[config.mk]
export PLATFORM = sky130hd
export DESIGN_NAME = urx_receiver
export DESIGN_NICKNAME = d
export VERILOG_FILES = /design/src/hw/urx_pkg.sv /design/src/hw/urx_bit_sampler.sv /design/src/hw/urx_receiver.sv
export SDC_FILE = /design/constraint.sdc
export NUM_CORES = 1
export LEC_CHECK = 0
export BUFFER_PORTS_ARGS = -buffer_cell sky130_fd_sc_hd__buf_4
export CAP_MARGIN = 20
export CORE_MARGIN = 4
export CORE_UTILIZATION = 58
export DETAILED_ROUTE_END_ITERATION = 16
export PLACE_DENSITY = 0.77
export SLEW_MARGIN = 20
export SYNTH_ARGS = -nofsm -noshare
export SYNTH_HDL_FRONTEND = slang
export SYNTH_SLANG_ARGS = --single-unit
[constraint.sdc]
create_clock -name mclk -period 2.25 [get_ports mclk]
set_input_delay 0.1125 -clock mclk [delete_from_list [all_inputs] [get_ports mclk]]
set_output_delay 0.1125 -clock mclk [all_outputs]
set_load 0.01 [all_outputs]
[src/hw/urx_pkg.sv]
// shared constants and types for the serial receive block
package urx_pkg;

	// ----------------------------------------------------------------
	// register bus
	// ----------------------------------------------------------------
	localparam int         ADDR_W      = 2;
	localparam int         DATA_W      = 8;
	localparam logic [1:0] ADDR_CTRL   = 2'h0;
	localparam logic [1:0] ADDR_STATUS = 2'h1;
	localparam logic [1:0] ADDR_DATA   = 2'h2;

	// ----------------------------------------------------------------
	// serial_ctrl_one fields and reset value
	// ----------------------------------------------------------------
	localparam int         CB_PORT_EN   = 0;
	localparam int         CB_RX_EN     = 1;
	localparam int         CB_NINE_SEL  = 2;
	localparam int         CB_PAR_EN    = 3;
	localparam int         CB_PAR_ODD   = 4;
	localparam int         CB_TWO_STOP  = 5;
	localparam int         CB_IRQ_EN    = 6;
	localparam logic [7:0] CTRL_MASK    = 8'h7f;
	localparam logic [7:0] CTRL_RESET   = 8'h00;

	// ----------------------------------------------------------------
	// serial_status_reg fields
	// ----------------------------------------------------------------
	localparam int SB_AVAIL   = 0;
	localparam int SB_OVERRUN = 1;
	localparam int SB_NOISE   = 2;
	localparam int SB_FRAMING_ERR_FLAG    = 3;
	localparam int SB_PARITY_ERR_FLAG    = 4;
	localparam int SB_IDLE    = 5;
	localparam int SB_NINTH   = 6;

	// ----------------------------------------------------------------
	// framing, oversampling and buffer
	// ----------------------------------------------------------------
	localparam int         WORD_W         = 9;
	localparam int         ENTRY_W        = 11;
	localparam int         EB_FRAMING_ERR_FLAG        = 9;
	localparam int         EB_PARITY_ERR_FLAG        = 10;
	localparam logic [3:0] LAST_IDX_EIGHT = 4'h7;
	localparam logic [3:0] LAST_IDX_NINE  = 4'h8;
	localparam int         OVERSAMPLE_DEF = 16;
	localparam int         FIFO_DEPTH_DEF = 2;

	typedef enum logic [2:0] {
		ST_IDLE    = 3'b000,
		ST_START   = 3'b001,
		ST_DATA    = 3'b010,
		ST_STOP1   = 3'b011,
		ST_STOP2   = 3'b100,
		ST_BRKWAIT = 3'b101
	} urx_state_t;

endpackage

[src/hw/urx_bit_sampler.sv]
// mid-bit three-sample majority voter running on the oversampling tick
`timescale 1ns/1ps
module urx_bit_sampler #(
	parameter int OVERSAMPLE = urx_pkg::OVERSAMPLE_DEF
) (
	input  wire logic mclk,
	input  wire logic reset,
	input  wire logic tick,
	input  wire logic restart,
	input  wire logic rxIn,
	output logic      bitDone,
	output logic      bitLevel,
	output logic      bitNoise
);
	import urx_pkg::*;

	localparam int         PH_W  = $clog2(OVERSAMPLE);
	localparam logic [PH_W-1:0] PH_LAST = PH_W'(OVERSAMPLE - 1);
	localparam logic [PH_W-1:0] PH_MID  = PH_W'(OVERSAMPLE / 2);

	if (OVERSAMPLE < 8 || (OVERSAMPLE & (OVERSAMPLE - 1)) != 0) begin : g_chk
		$error("OVERSAMPLE must be a power of two of at least 8");
	end

	logic [PH_W-1:0] phase_r, phase_nxt;
	logic [2:0]      samp_r, samp_nxt;
	logic            done_r, done_nxt;
	logic            level_r, level_nxt;
	logic            noise_r, noise_nxt;

	// ----------------------------------------------------------------
	// phase count and sampling
	// ----------------------------------------------------------------
	// phase 0 is the first tick after the one that saw the falling edge, so the vote lands mid-bit
	always_comb begin
		phase_nxt = phase_r;
		samp_nxt  = samp_r;
		done_nxt  = 1'b0;
		level_nxt = level_r;
		noise_nxt = noise_r;
		if (restart) begin
			phase_nxt = '0;
		end else if (tick) begin
			phase_nxt = (phase_r == PH_LAST) ? '0 : phase_r + 1'b1;
			if (phase_r == PH_MID - 1'b1) begin
				samp_nxt[0] = rxIn;
			end
			if (phase_r == PH_MID) begin
				samp_nxt[1] = rxIn;
			end
			if (phase_r == PH_MID + 1'b1) begin
				// majority of three; any disagreement counts as noise
				level_nxt = (samp_r[0] & samp_r[1]) | (samp_r[0] & rxIn) |
					(samp_r[1] & rxIn);
				noise_nxt = !((samp_r[0] == rxIn) && (samp_r[1] == rxIn));
				done_nxt  = 1'b1;
			end
		end
	end

	always_ff @(posedge mclk) begin
		if (reset) begin
			phase_r <= '0;
			samp_r  <= 3'h0;
			done_r  <= 1'b0;
			level_r <= 1'b1;
			noise_r <= 1'b0;
		end else begin
			phase_r <= phase_nxt;
			samp_r  <= samp_nxt;
			done_r  <= done_nxt;
			level_r <= level_nxt;
			noise_r <= noise_nxt;
		end
	end

	assign bitDone  = done_r;
	assign bitLevel = level_r;
	assign bitNoise = noise_r;

endmodule

[src/hw/urx_receiver.sv]
// serial receiver with two-entry buffer, error flags and register port
`timescale 1ns/1ps
// Functional notes
// eight or nine bit words, ninth bit reported
// sixteen times oversampling, one shift per bit
// three samples, majority vote per bit
// word moves to buffer after stop bit
// data arrives least significant bit first
// two-word buffer, third word still shifts
// third word when full: overrun, buffer kept
// software configures, then enables receiver
// avail flag; request on transfer or overrun
// status access then data read clears flags
// break: framing error, zero word, flags set
// after break wait for high line
// idle flag low from start to stop
// noise flag rises with avail, no request
// low stop bit sets framing error
// parity error only when parity enabled
// error flags travel with their word
// software reads errors before data word
// software reads before third word completes
// port disable flushes buffer, clears flags
// start, 8 or 9 bits, 1-2 two_stop_sel
// align to start edge, reject false start
// tick from baud generator, hold when disabled
module urx_receiver #(
	parameter int FIFO_DEPTH = urx_pkg::FIFO_DEPTH_DEF,
	parameter int OVERSAMPLE = urx_pkg::OVERSAMPLE_DEF
) (
	input  wire logic                       mclk,
	input  wire logic                       reset,
	input  wire logic                       baudTick16,
	input  wire logic                       rxPin,
	input  wire logic [urx_pkg::ADDR_W-1:0] busAddr,
	input  wire logic [urx_pkg::DATA_W-1:0] busWdata,
	input  wire logic                       busWr,
	input  wire logic                       busRd,
	output logic      [urx_pkg::DATA_W-1:0] busRdata_r,
	output logic                            rxIrqReq_r
);
	import urx_pkg::*;

	localparam int PTR_W = $clog2(FIFO_DEPTH);
	localparam int CNT_W = $clog2(FIFO_DEPTH + 1);
	localparam logic [CNT_W-1:0] CNT_FULL = CNT_W'(FIFO_DEPTH);

	if (FIFO_DEPTH < 2 || (FIFO_DEPTH & (FIFO_DEPTH - 1)) != 0) begin : g_chk
		$error("FIFO_DEPTH must be a power of two of at least 2");
	end

	// ----------------------------------------------------------------
	// state
	// ----------------------------------------------------------------
	logic                        rxMeta_r, rxSync_r;
	logic [7:0]                  ctrl_r, ctrl_nxt;
	urx_state_t                  state_r, state_nxt;
	logic [3:0]                  bitIdx_r, bitIdx_nxt;
	logic [WORD_W-1:0]           shift_r, shift_nxt;
	logic                        frameNoise_r, frameNoise_nxt;
	logic                        frameFerr_r, frameFerr_nxt;
	logic [ENTRY_W-1:0]          fifoMem_r [FIFO_DEPTH];
	logic [PTR_W-1:0]            wrPtr_r, wrPtr_nxt, rdPtr_r, rdPtr_nxt;
	logic [CNT_W-1:0]            count_r, count_nxt;
	logic                        overrun_r, overrun_nxt;
	logic                        noise_r, noise_nxt;
	logic                        statusSeen_r, statusSeen_nxt;
	logic [DATA_W-1:0]           busRdata_nxt;
	logic                        rxIrqReq_nxt;

	logic                        bitDone, bitLevel, bitNoise, sampRestart;
	logic                        pushEn, popEn, overrunEv, frameDone, stopOk;
	logic                        statusRead, dataRead, parErr;
	logic [ENTRY_W-1:0]          headEntry, pushEntry;
	logic [WORD_W-1:0]           wordBits;
	logic [3:0]                  lastIdx;
	logic                        portEn, receiver_enable, idleFlag;

	assign portEn   = ctrl_r[CB_PORT_EN];
	assign receiver_enable     = ctrl_r[CB_RX_EN];
	assign idleFlag = (state_r == ST_IDLE) || (state_r == ST_BRKWAIT);
	assign headEntry = fifoMem_r[rdPtr_r];

	// ----------------------------------------------------------------
	// rx pin synchroniser
	// ----------------------------------------------------------------
	// the pin is asynchronous; only the second stage is ever looked at
	always_ff @(posedge mclk) begin
		if (reset) begin
			rxMeta_r <= 1'b1;
			rxSync_r <= 1'b1;
		end else begin
			rxMeta_r <= rxPin;
			rxSync_r <= rxMeta_r;
		end
	end

	urx_bit_sampler #(
		.OVERSAMPLE (OVERSAMPLE)
	) u_sampler (
		.mclk     (mclk),
		.reset    (reset),
		.tick     (baudTick16),
		.restart  (sampRestart),
		.rxIn     (rxSync_r),
		.bitDone  (bitDone),
		.bitLevel (bitLevel),
		.bitNoise (bitNoise)
	);

	// ----------------------------------------------------------------
	// next-state logic: bus, frame machine, buffer, flags
	// ----------------------------------------------------------------
	always_comb begin
		ctrl_nxt       = ctrl_r;
		state_nxt      = state_r;
		bitIdx_nxt     = bitIdx_r;
		shift_nxt      = shift_r;
		frameNoise_nxt = frameNoise_r;
		frameFerr_nxt  = frameFerr_r;
		wrPtr_nxt      = wrPtr_r;
		rdPtr_nxt      = rdPtr_r;
		count_nxt      = count_r;
		overrun_nxt    = overrun_r;
		noise_nxt      = noise_r;
		statusSeen_nxt = statusSeen_r;
		busRdata_nxt   = '0;
		sampRestart    = 1'b0;
		frameDone      = 1'b0;
		stopOk         = 1'b1;
		pushEn         = 1'b0;
		overrunEv      = 1'b0;
		lastIdx = ctrl_r[CB_NINE_SEL] ? LAST_IDX_NINE : LAST_IDX_EIGHT;
		wordBits = ctrl_r[CB_NINE_SEL] ? shift_r : {1'b0, shift_r[7:0]};
		// odd selection flips the expected sum of ones
		parErr = ctrl_r[CB_PAR_EN] && ((^wordBits) ^ ctrl_r[CB_PAR_ODD]);
		statusRead = busRd && (busAddr == ADDR_STATUS);
		dataRead   = busRd && (busAddr == ADDR_DATA);
		popEn      = dataRead && (count_r != '0);

		// register writes; configuration is software's to order
		if (busWr && (busAddr == ADDR_CTRL)) begin
			ctrl_nxt = busWdata & CTRL_MASK;
		end

		// read data stands only in the cycle after the strobe
		if (busRd) begin
			case (busAddr)
				ADDR_CTRL: busRdata_nxt = ctrl_r & CTRL_MASK;
				ADDR_STATUS: begin
					busRdata_nxt[SB_AVAIL]   = (count_r != '0);
					busRdata_nxt[SB_OVERRUN] = overrun_r;
					busRdata_nxt[SB_NOISE]   = noise_r;
					busRdata_nxt[SB_FRAMING_ERR_FLAG]    = (count_r != '0) && headEntry[EB_FRAMING_ERR_FLAG];
					busRdata_nxt[SB_PARITY_ERR_FLAG]    = (count_r != '0) && headEntry[EB_PARITY_ERR_FLAG];
					busRdata_nxt[SB_IDLE]    = idleFlag;
					busRdata_nxt[SB_NINTH]   = (count_r != '0) && headEntry[8];
				end
				ADDR_DATA: busRdata_nxt = (count_r != '0) ? headEntry[7:0] : '0;
				default: busRdata_nxt = '0;
			endcase
		end

		// frame machine; the shifter itself is never on the bus (see)
		case (state_r)
			ST_IDLE: begin
				if (baudTick16 && !rxSync_r) begin
					sampRestart    = 1'b1;
					state_nxt      = ST_START;
					bitIdx_nxt     = 4'h0;
					shift_nxt      = '0;
					frameNoise_nxt = 1'b0;
					frameFerr_nxt  = 1'b0;
				end
			end
			ST_START: begin
				if (bitDone) begin
					// a glitch that is high again by mid-bit is no start
					state_nxt      = bitLevel ? ST_IDLE : ST_DATA;
					frameNoise_nxt = bitNoise;
				end
			end
			ST_DATA: begin
				if (bitDone) begin
					shift_nxt[bitIdx_r] = bitLevel;
					frameNoise_nxt = frameNoise_r | bitNoise;
					if (bitIdx_r == lastIdx) begin
						state_nxt = ST_STOP1;
					end else begin
						bitIdx_nxt = bitIdx_r + 4'h1;
					end
				end
			end
			ST_STOP1: begin
				if (bitDone) begin
					frameNoise_nxt = frameNoise_r | bitNoise;
					if (ctrl_r[CB_TWO_STOP]) begin
						frameFerr_nxt = !bitLevel;
						state_nxt     = ST_STOP2;
					end else begin
						frameDone = 1'b1;
						stopOk    = bitLevel;
					end
				end
			end
			ST_STOP2: begin
				if (bitDone) begin
					frameNoise_nxt = frameNoise_r | bitNoise;
					frameDone = 1'b1;
					stopOk    = bitLevel && !frameFerr_r;
				end
			end
			ST_BRKWAIT: begin
				// a held-low line is never taken as the next start
				if (rxSync_r) begin
					state_nxt = ST_IDLE;
				end
			end
			default: state_nxt = ST_IDLE;
		endcase

		// a break ends after the configured bit count with a zero word
		if (frameDone) begin
			if ((count_r != CNT_FULL) || popEn) begin
				pushEn = 1'b1;
			end else begin
				overrunEv = 1'b1;
			end
			state_nxt = (!stopOk && !rxSync_r) ? ST_BRKWAIT : ST_IDLE;
		end
		pushEntry = {parErr, !stopOk, shift_r};

		// buffer pointers; the third word sits in the shifter (see)
		if (popEn) begin
			rdPtr_nxt = rdPtr_r + 1'b1;
		end
		if (pushEn) begin
			wrPtr_nxt = wrPtr_r + 1'b1;
		end
		count_nxt = count_r + CNT_W'(pushEn) - CNT_W'(popEn);

		// status access arms the clear, the data read fires it
		if (statusRead) begin
			statusSeen_nxt = 1'b1;
		end
		if (dataRead) begin
			statusSeen_nxt = 1'b0;
			if (statusSeen_r) begin
				overrun_nxt = 1'b0;
				noise_nxt   = 1'b0;
			end
		end
		// sets come last so an event in the clearing cycle survives
		if (overrunEv) begin
			overrun_nxt = 1'b1;
		end
		if (pushEn && frameNoise_nxt) begin
			noise_nxt = 1'b1;
		end
		// noise alone never requests; it rides on the transfer
		rxIrqReq_nxt = ctrl_r[CB_IRQ_EN] && (pushEn || overrunEv);

		// receiver off: machine parks, buffer kept
		if (!receiver_enable) begin
			state_nxt    = ST_IDLE;
			rxIrqReq_nxt = 1'b0;
			if (pushEn) begin
				wrPtr_nxt = wrPtr_r;
				count_nxt = count_r - CNT_W'(popEn);
			end
			noise_nxt   = (pushEn && frameNoise_nxt) ? noise_r : noise_nxt;
			overrun_nxt = overrunEv ? overrun_r : overrun_nxt;
		end
		// port off: flush buffer, flags and machine, and clear the receiver enable bit
		if (!portEn) begin
			ctrl_nxt[CB_RX_EN] = 1'b0;
			state_nxt      = ST_IDLE;
			wrPtr_nxt      = '0;
			rdPtr_nxt      = '0;
			count_nxt      = '0;
			overrun_nxt    = 1'b0;
			noise_nxt      = 1'b0;
			statusSeen_nxt = 1'b0;
			rxIrqReq_nxt   = 1'b0;
		end
	end

	// ----------------------------------------------------------------
	// registers
	// ----------------------------------------------------------------
	always_ff @(posedge mclk) begin
		if (reset) begin
			ctrl_r       <= CTRL_RESET;
			state_r      <= ST_IDLE;
			bitIdx_r     <= 4'h0;
			shift_r      <= '0;
			frameNoise_r <= 1'b0;
			frameFerr_r  <= 1'b0;
			wrPtr_r      <= '0;
			rdPtr_r      <= '0;
			count_r      <= '0;
			overrun_r    <= 1'b0;
			noise_r      <= 1'b0;
			statusSeen_r <= 1'b0;
			busRdata_r   <= '0;
			rxIrqReq_r   <= 1'b0;
		end else begin
			ctrl_r       <= ctrl_nxt;
			state_r      <= state_nxt;
			bitIdx_r     <= bitIdx_nxt;
			shift_r      <= shift_nxt;
			frameNoise_r <= frameNoise_nxt;
			frameFerr_r  <= frameFerr_nxt;
			wrPtr_r      <= wrPtr_nxt;
			rdPtr_r      <= rdPtr_nxt;
			count_r      <= count_nxt;
			overrun_r    <= overrun_nxt;
			noise_r      <= noise_nxt;
			statusSeen_r <= statusSeen_nxt;
			busRdata_r   <= busRdata_nxt;
			rxIrqReq_r   <= rxIrqReq_nxt;
		end
	end

	// buffer storage; flushing only moves pointers, the stale words are unreachable
	always_ff @(posedge mclk) begin
		if (pushEn && receiver_enable && portEn) begin
			fifoMem_r[wrPtr_r] <= pushEntry;
		end
	end
endmodule

==> impl_metrics.env <==
export IMPL_crit_chain="nor3b_2, o21ai_2, nor2_1, inv_1, ha_1, inv_1, ha_1, xnor2_1, o31ai_1, a21bo_1, a21oi_1"
export IMPL_grt_pass1_vias=2678
export IMPL_syn_num_nets=398
export IMPL_clockBufferDepth=2
export IMPL_cts_made_buffers=9
export IMPL_global_route_usage_met2=0.3428
export IMPL_synth_ff_type="dfxtp_1"
export IMPL_internal_power_w=0.002023
export IMPL_die_w_um=86.56
export IMPL_netlist_instances=370
export IMPL_drtIter0Drc=182
export IMPL_drt_total_wl_mm=7.285
export IMPL_layoutNonFillerInstCount=481
export IMPL_worstPathMaxFanout=5
export IMPL_slew_violations=0
export IMPL_rrSetupSlack_ns=0.21
export IMPL_antenna_found_initial=0
export IMPL_core_area_mm2=0.005956
export IMPL_synth_enable_flop_cells=22
export IMPL_power_switching_w=0.0005890
export IMPL_routabilityCongestion=0.8617
export IMPL_die_area_mm2=0.007493
export IMPL_grt_use_met3=0.05228
export IMPL_synth_avg_cell_area_um2=9.675
export IMPL_outcome="complete, no violations"
export IMPL_yosys_top_cells_area="dfxtp_1 (30%), edfxtp_1 (18%), mux2i_1 (4.8%)"
export IMPL_port_buffers=23
export IMPL_yosys_area_share_adder=0.04194
export IMPL_placementRows=28
export IMPL_p_sw_frac=0.2255
export IMPL_grt_max_degree=33
export IMPL_syn2layout_area_growth_pct=14.82
export IMPL_layout_drive_gt1_share=0.1576
export IMPL_async_flop_share=0
export IMPL_die_h_um=86.56
export IMPL_antenna_left=0
export IMPL_yosysSeqAreaShare=0.4810
export IMPL_rsz0062_at_grt="no"
export IMPL_pwr_share_comb=0.038
export IMPL_max_cap_viol_count=0
export IMPL_ys_ff_latch=75
export IMPL_initial_utilization=0.6011
export IMPL_clock_sinks=75
export IMPL_clk_latency_ns=0.35
export IMPL_grt_ovfl_total=0
export IMPL_cellLeakagePower_nw=1.517
export IMPL_worstMarginPinSlew_ns=0.6413
export IMPL_vdd_ir_drop_max_v=0.0004734
export IMPL_synth_mux_area_frac=0.06012
export IMPL_use_met1=0.2745
export IMPL_cts_clk_slew_worst_paths_ns=0.08
export IMPL_skew_ns=0.006686
export IMPL_seqPwrFrac=0.536
export IMPL_r2r_end="count_r[1]"
export IMPL_synth_top_area_cell="dfxtp_1"
export IMPL_r2r_start="state_r[2]"
export IMPL_cpMaxStageDelayCell="dfxtp_1"
export IMPL_setup_viol=0
export IMPL_yosys_area_share_simple=0.2055
export IMPL_vias=2694
export IMPL_cts_tree="done"
export IMPL_crit_buf_inv=2
export IMPL_nNetsFinal=429
export IMPL_powerDensity_mw_per_mm2=635.5
export IMPL_ys_warnings_count=0
export IMPL_fmaxAchievable_mhz=490.8
export IMPL_grt_use_total=0.2124
export IMPL_critPathKind="flop to flop"
export IMPL_netlist_area_mm2=0.003580
export IMPL_start_kind="flop"
export IMPL_worstHoldEndpoint="ctrl_r[2]"
export IMPL_wl_per_cell_um=15.15
export IMPL_finalCritPeriodShare=0.9056
export IMPL_rr_worst_depth=11
export IMPL_root_buffer="clkbuf_8"
export IMPL_diodes=0
export IMPL_place_hpwl_mm=5.184
export IMPL_hold_path_startpoint="busWdata[2]"
export IMPL_hold_depth=3
export IMPL_synthDistinctLibCells=54
export IMPL_avgViaCountPerCell=5.601
export IMPL_synth_top_area_share=0.2964
export IMPL_pin_count=25
export IMPL_synth_top_family_by_area="simple AND/OR/NAND/NOR gates"
export IMPL_post_route_drc_count=0
export IMPL_synth_xor_area_frac=0.03670
export IMPL_hp_class="primary input to flop"
export IMPL_tns_ns=0
export IMPL_dp_cells=461
export IMPL_slew_headroom=0.5679
export IMPL_critPathRequiredTime_ns=2.53
export IMPL_top_usage_layer="met2"
export IMPL_clkPwrFrac=0.427
export IMPL_final_hold_violation_count=0
export IMPL_h_tree_depth=3
export IMPL_crit_arrival_ns=2.32
export IMPL_path_delay_family="compound AO/OA/AOI/OAI gates"
export IMPL_drtPass1Iterations=4
export IMPL_cpPeakStageDelay_ns=0.39
export IMPL_post_cts_resized=0
export IMPL_fin_crit_ns=2.038
export IMPL_grt_pass1_wl_mm=12.33
export IMPL_synth_compound_area_frac=0.1377
export IMPL_cp_end_kind="flop"
==> routing by layer <==
| metal | vias to the layer above | share of wire |
|---|---|---|
| li1 | 1372 | - |
| met1 | 1244 | 0.46 |
| met2 | 66 | 0.47 |
| met3 | 12 | 0.050 |
| met4 | 0 | 0.017 |
| met5 | - | 0 |
==> state kept, by name, summed over array words and instances, names as in the netlist, 2 cells and up, named ones only <==
register           flops
fifoMem_r             22
shift_r                9
busRdata_r             8
ctrl_r                 7
bitIdx_r               4
u_sampler.phase_r      4
state_r                3
count_r                2
u_sampler.samp_r       2
==> Yosys cell counts, types with 2 or more instances <==
library cell  number
or3_1              3
nand3_1            6
and3_1             3
a22oi_1            4
nor2_1            43
o21ai_0            9
nand4_1            3
nor2b_1           10
edfxtp_1          22
nand2b_1          13
inv_1             14
o2bb2ai_1          8
buf_2              7
nor4b_1            2
xor2_1             6
o22ai_1            3
a21oi_1           27
mux2_2             4
xnor2_1            9
nor3b_1            3
nand3b_1           3
mux2i_1           17
ha_1              12
a31oi_1            3
nand2_1           33
o22a_1             2
and2_1             3
nor3b_4            2
o21ai_2            2
nor3_1             4
or2_2              2
o211ai_1           3
clkbuf_1          10
a211oi_1           2
a311oi_1           2
dfxtp_1           53
==> repair_timing <==
action	4_1_cts	5_1_grt
hold buffers	4	0
buffers inserted	0	0
endpoints found under the hold margin	4	0
==> per-stage QoR <==
step	area (um2)	hold slack [ns]	util	total power, W	worst slack (ns)
6_report	4110	0.01674	0.6901	0.002612	0.2124
3_5_place_dp	3849	0.3008	0.6462	0.001523	0.2263
4_1_cts	4110	0.001308	0.6901	0.002635	0.1976
5_1_grt	4110	0.004023	0.6901	0.002702	0.02120
3_3_place_gp	3849	0.2977	0.6462	0.001520	0.2784
2_1_floorplan	3580	0.2163	-	0.001486	0.1944
==> layout make-up <==
cell class | instances | area, um2
clock buffer | 10 | 148.9
clock inverter | 6 | 72.57
fill | 466 | 1846
inverter | 14 | 52.55
multi-input combinational | 263 | 1725
sequential | 75 | 1722
tap | 75 | 93.84
timing repair buffer | 38 | 295.3
==> cell families after synthesis <==
group	after synthesis
buf+inv	32
mux	21
flops	75
simple gates	140
xor+xnor	15
fa+ha+maj	12
compound gates	75
==> worst max path at each step <==
stage,from,end,slack (ns),depth (start not counted)
floorplan,state_r[0],fifoMem_r[0][0],0.19,6
global placement,state_r[2],count_r[1],0.28,11
detailed placement,state_r[2],count_r[1],0.23,11
CTS,state_r[2],count_r[1],0.20,11
global route,state_r[2],count_r[1],0.02,11
finish,state_r[2],count_r[1],0.21,11
==> cell usage in the layout, fill, tap and decap left out, drive strengths merged, types with 4 or more instances in the layout <==
cell type	synthesis	layout
nor2b	10	10
xnor2	9	9
a22oi	4	4
edfxtp	22	22
o2bb2ai	8	8
buf	8	34
nand2	33	33
ha	12	12
nor2	44	44
mux2	4	4
inv	14	14
nand2b	13	13
xor2	6	6
dfxtp	53	53
clkbuf	10	10
mux2i	17	17
dlygate4sd3	0	4
nand3	6	6
a21oi	27	27
o21ai	11	11
nor3	5	5
clkinv	0	4
nor3b	6	6
==> worst register-to-register path, cell delays in order (launching register included) <==
cell and delay, ns:
dfxtp_1 0.39, nor3b_2 0.25, o21ai_2 0.11, nor2_1 0.15, inv_1 0.06, ha_1 0.27, inv_1 0.04, ha_1 0.18
xnor2_1 0.13, o31ai_1 0.10, a21bo_1 0.21, a21oi_1 0.11
==> power by group through the flow <==
stage,logic (W),clock network (W),registers (W)
final,0.0000988,0.00111,0.00140
after global routing,0.000109,0.00119,0.00140
after CTS,0.0000984,0.00114,0.00140
after detailed placement,0.0000926,0,0.00143
after global placement,0.0000898,0,0.00143
after floorplan,0.0000583,0,0.00143
No activity file was read; power rests on OpenSTA's default activity.
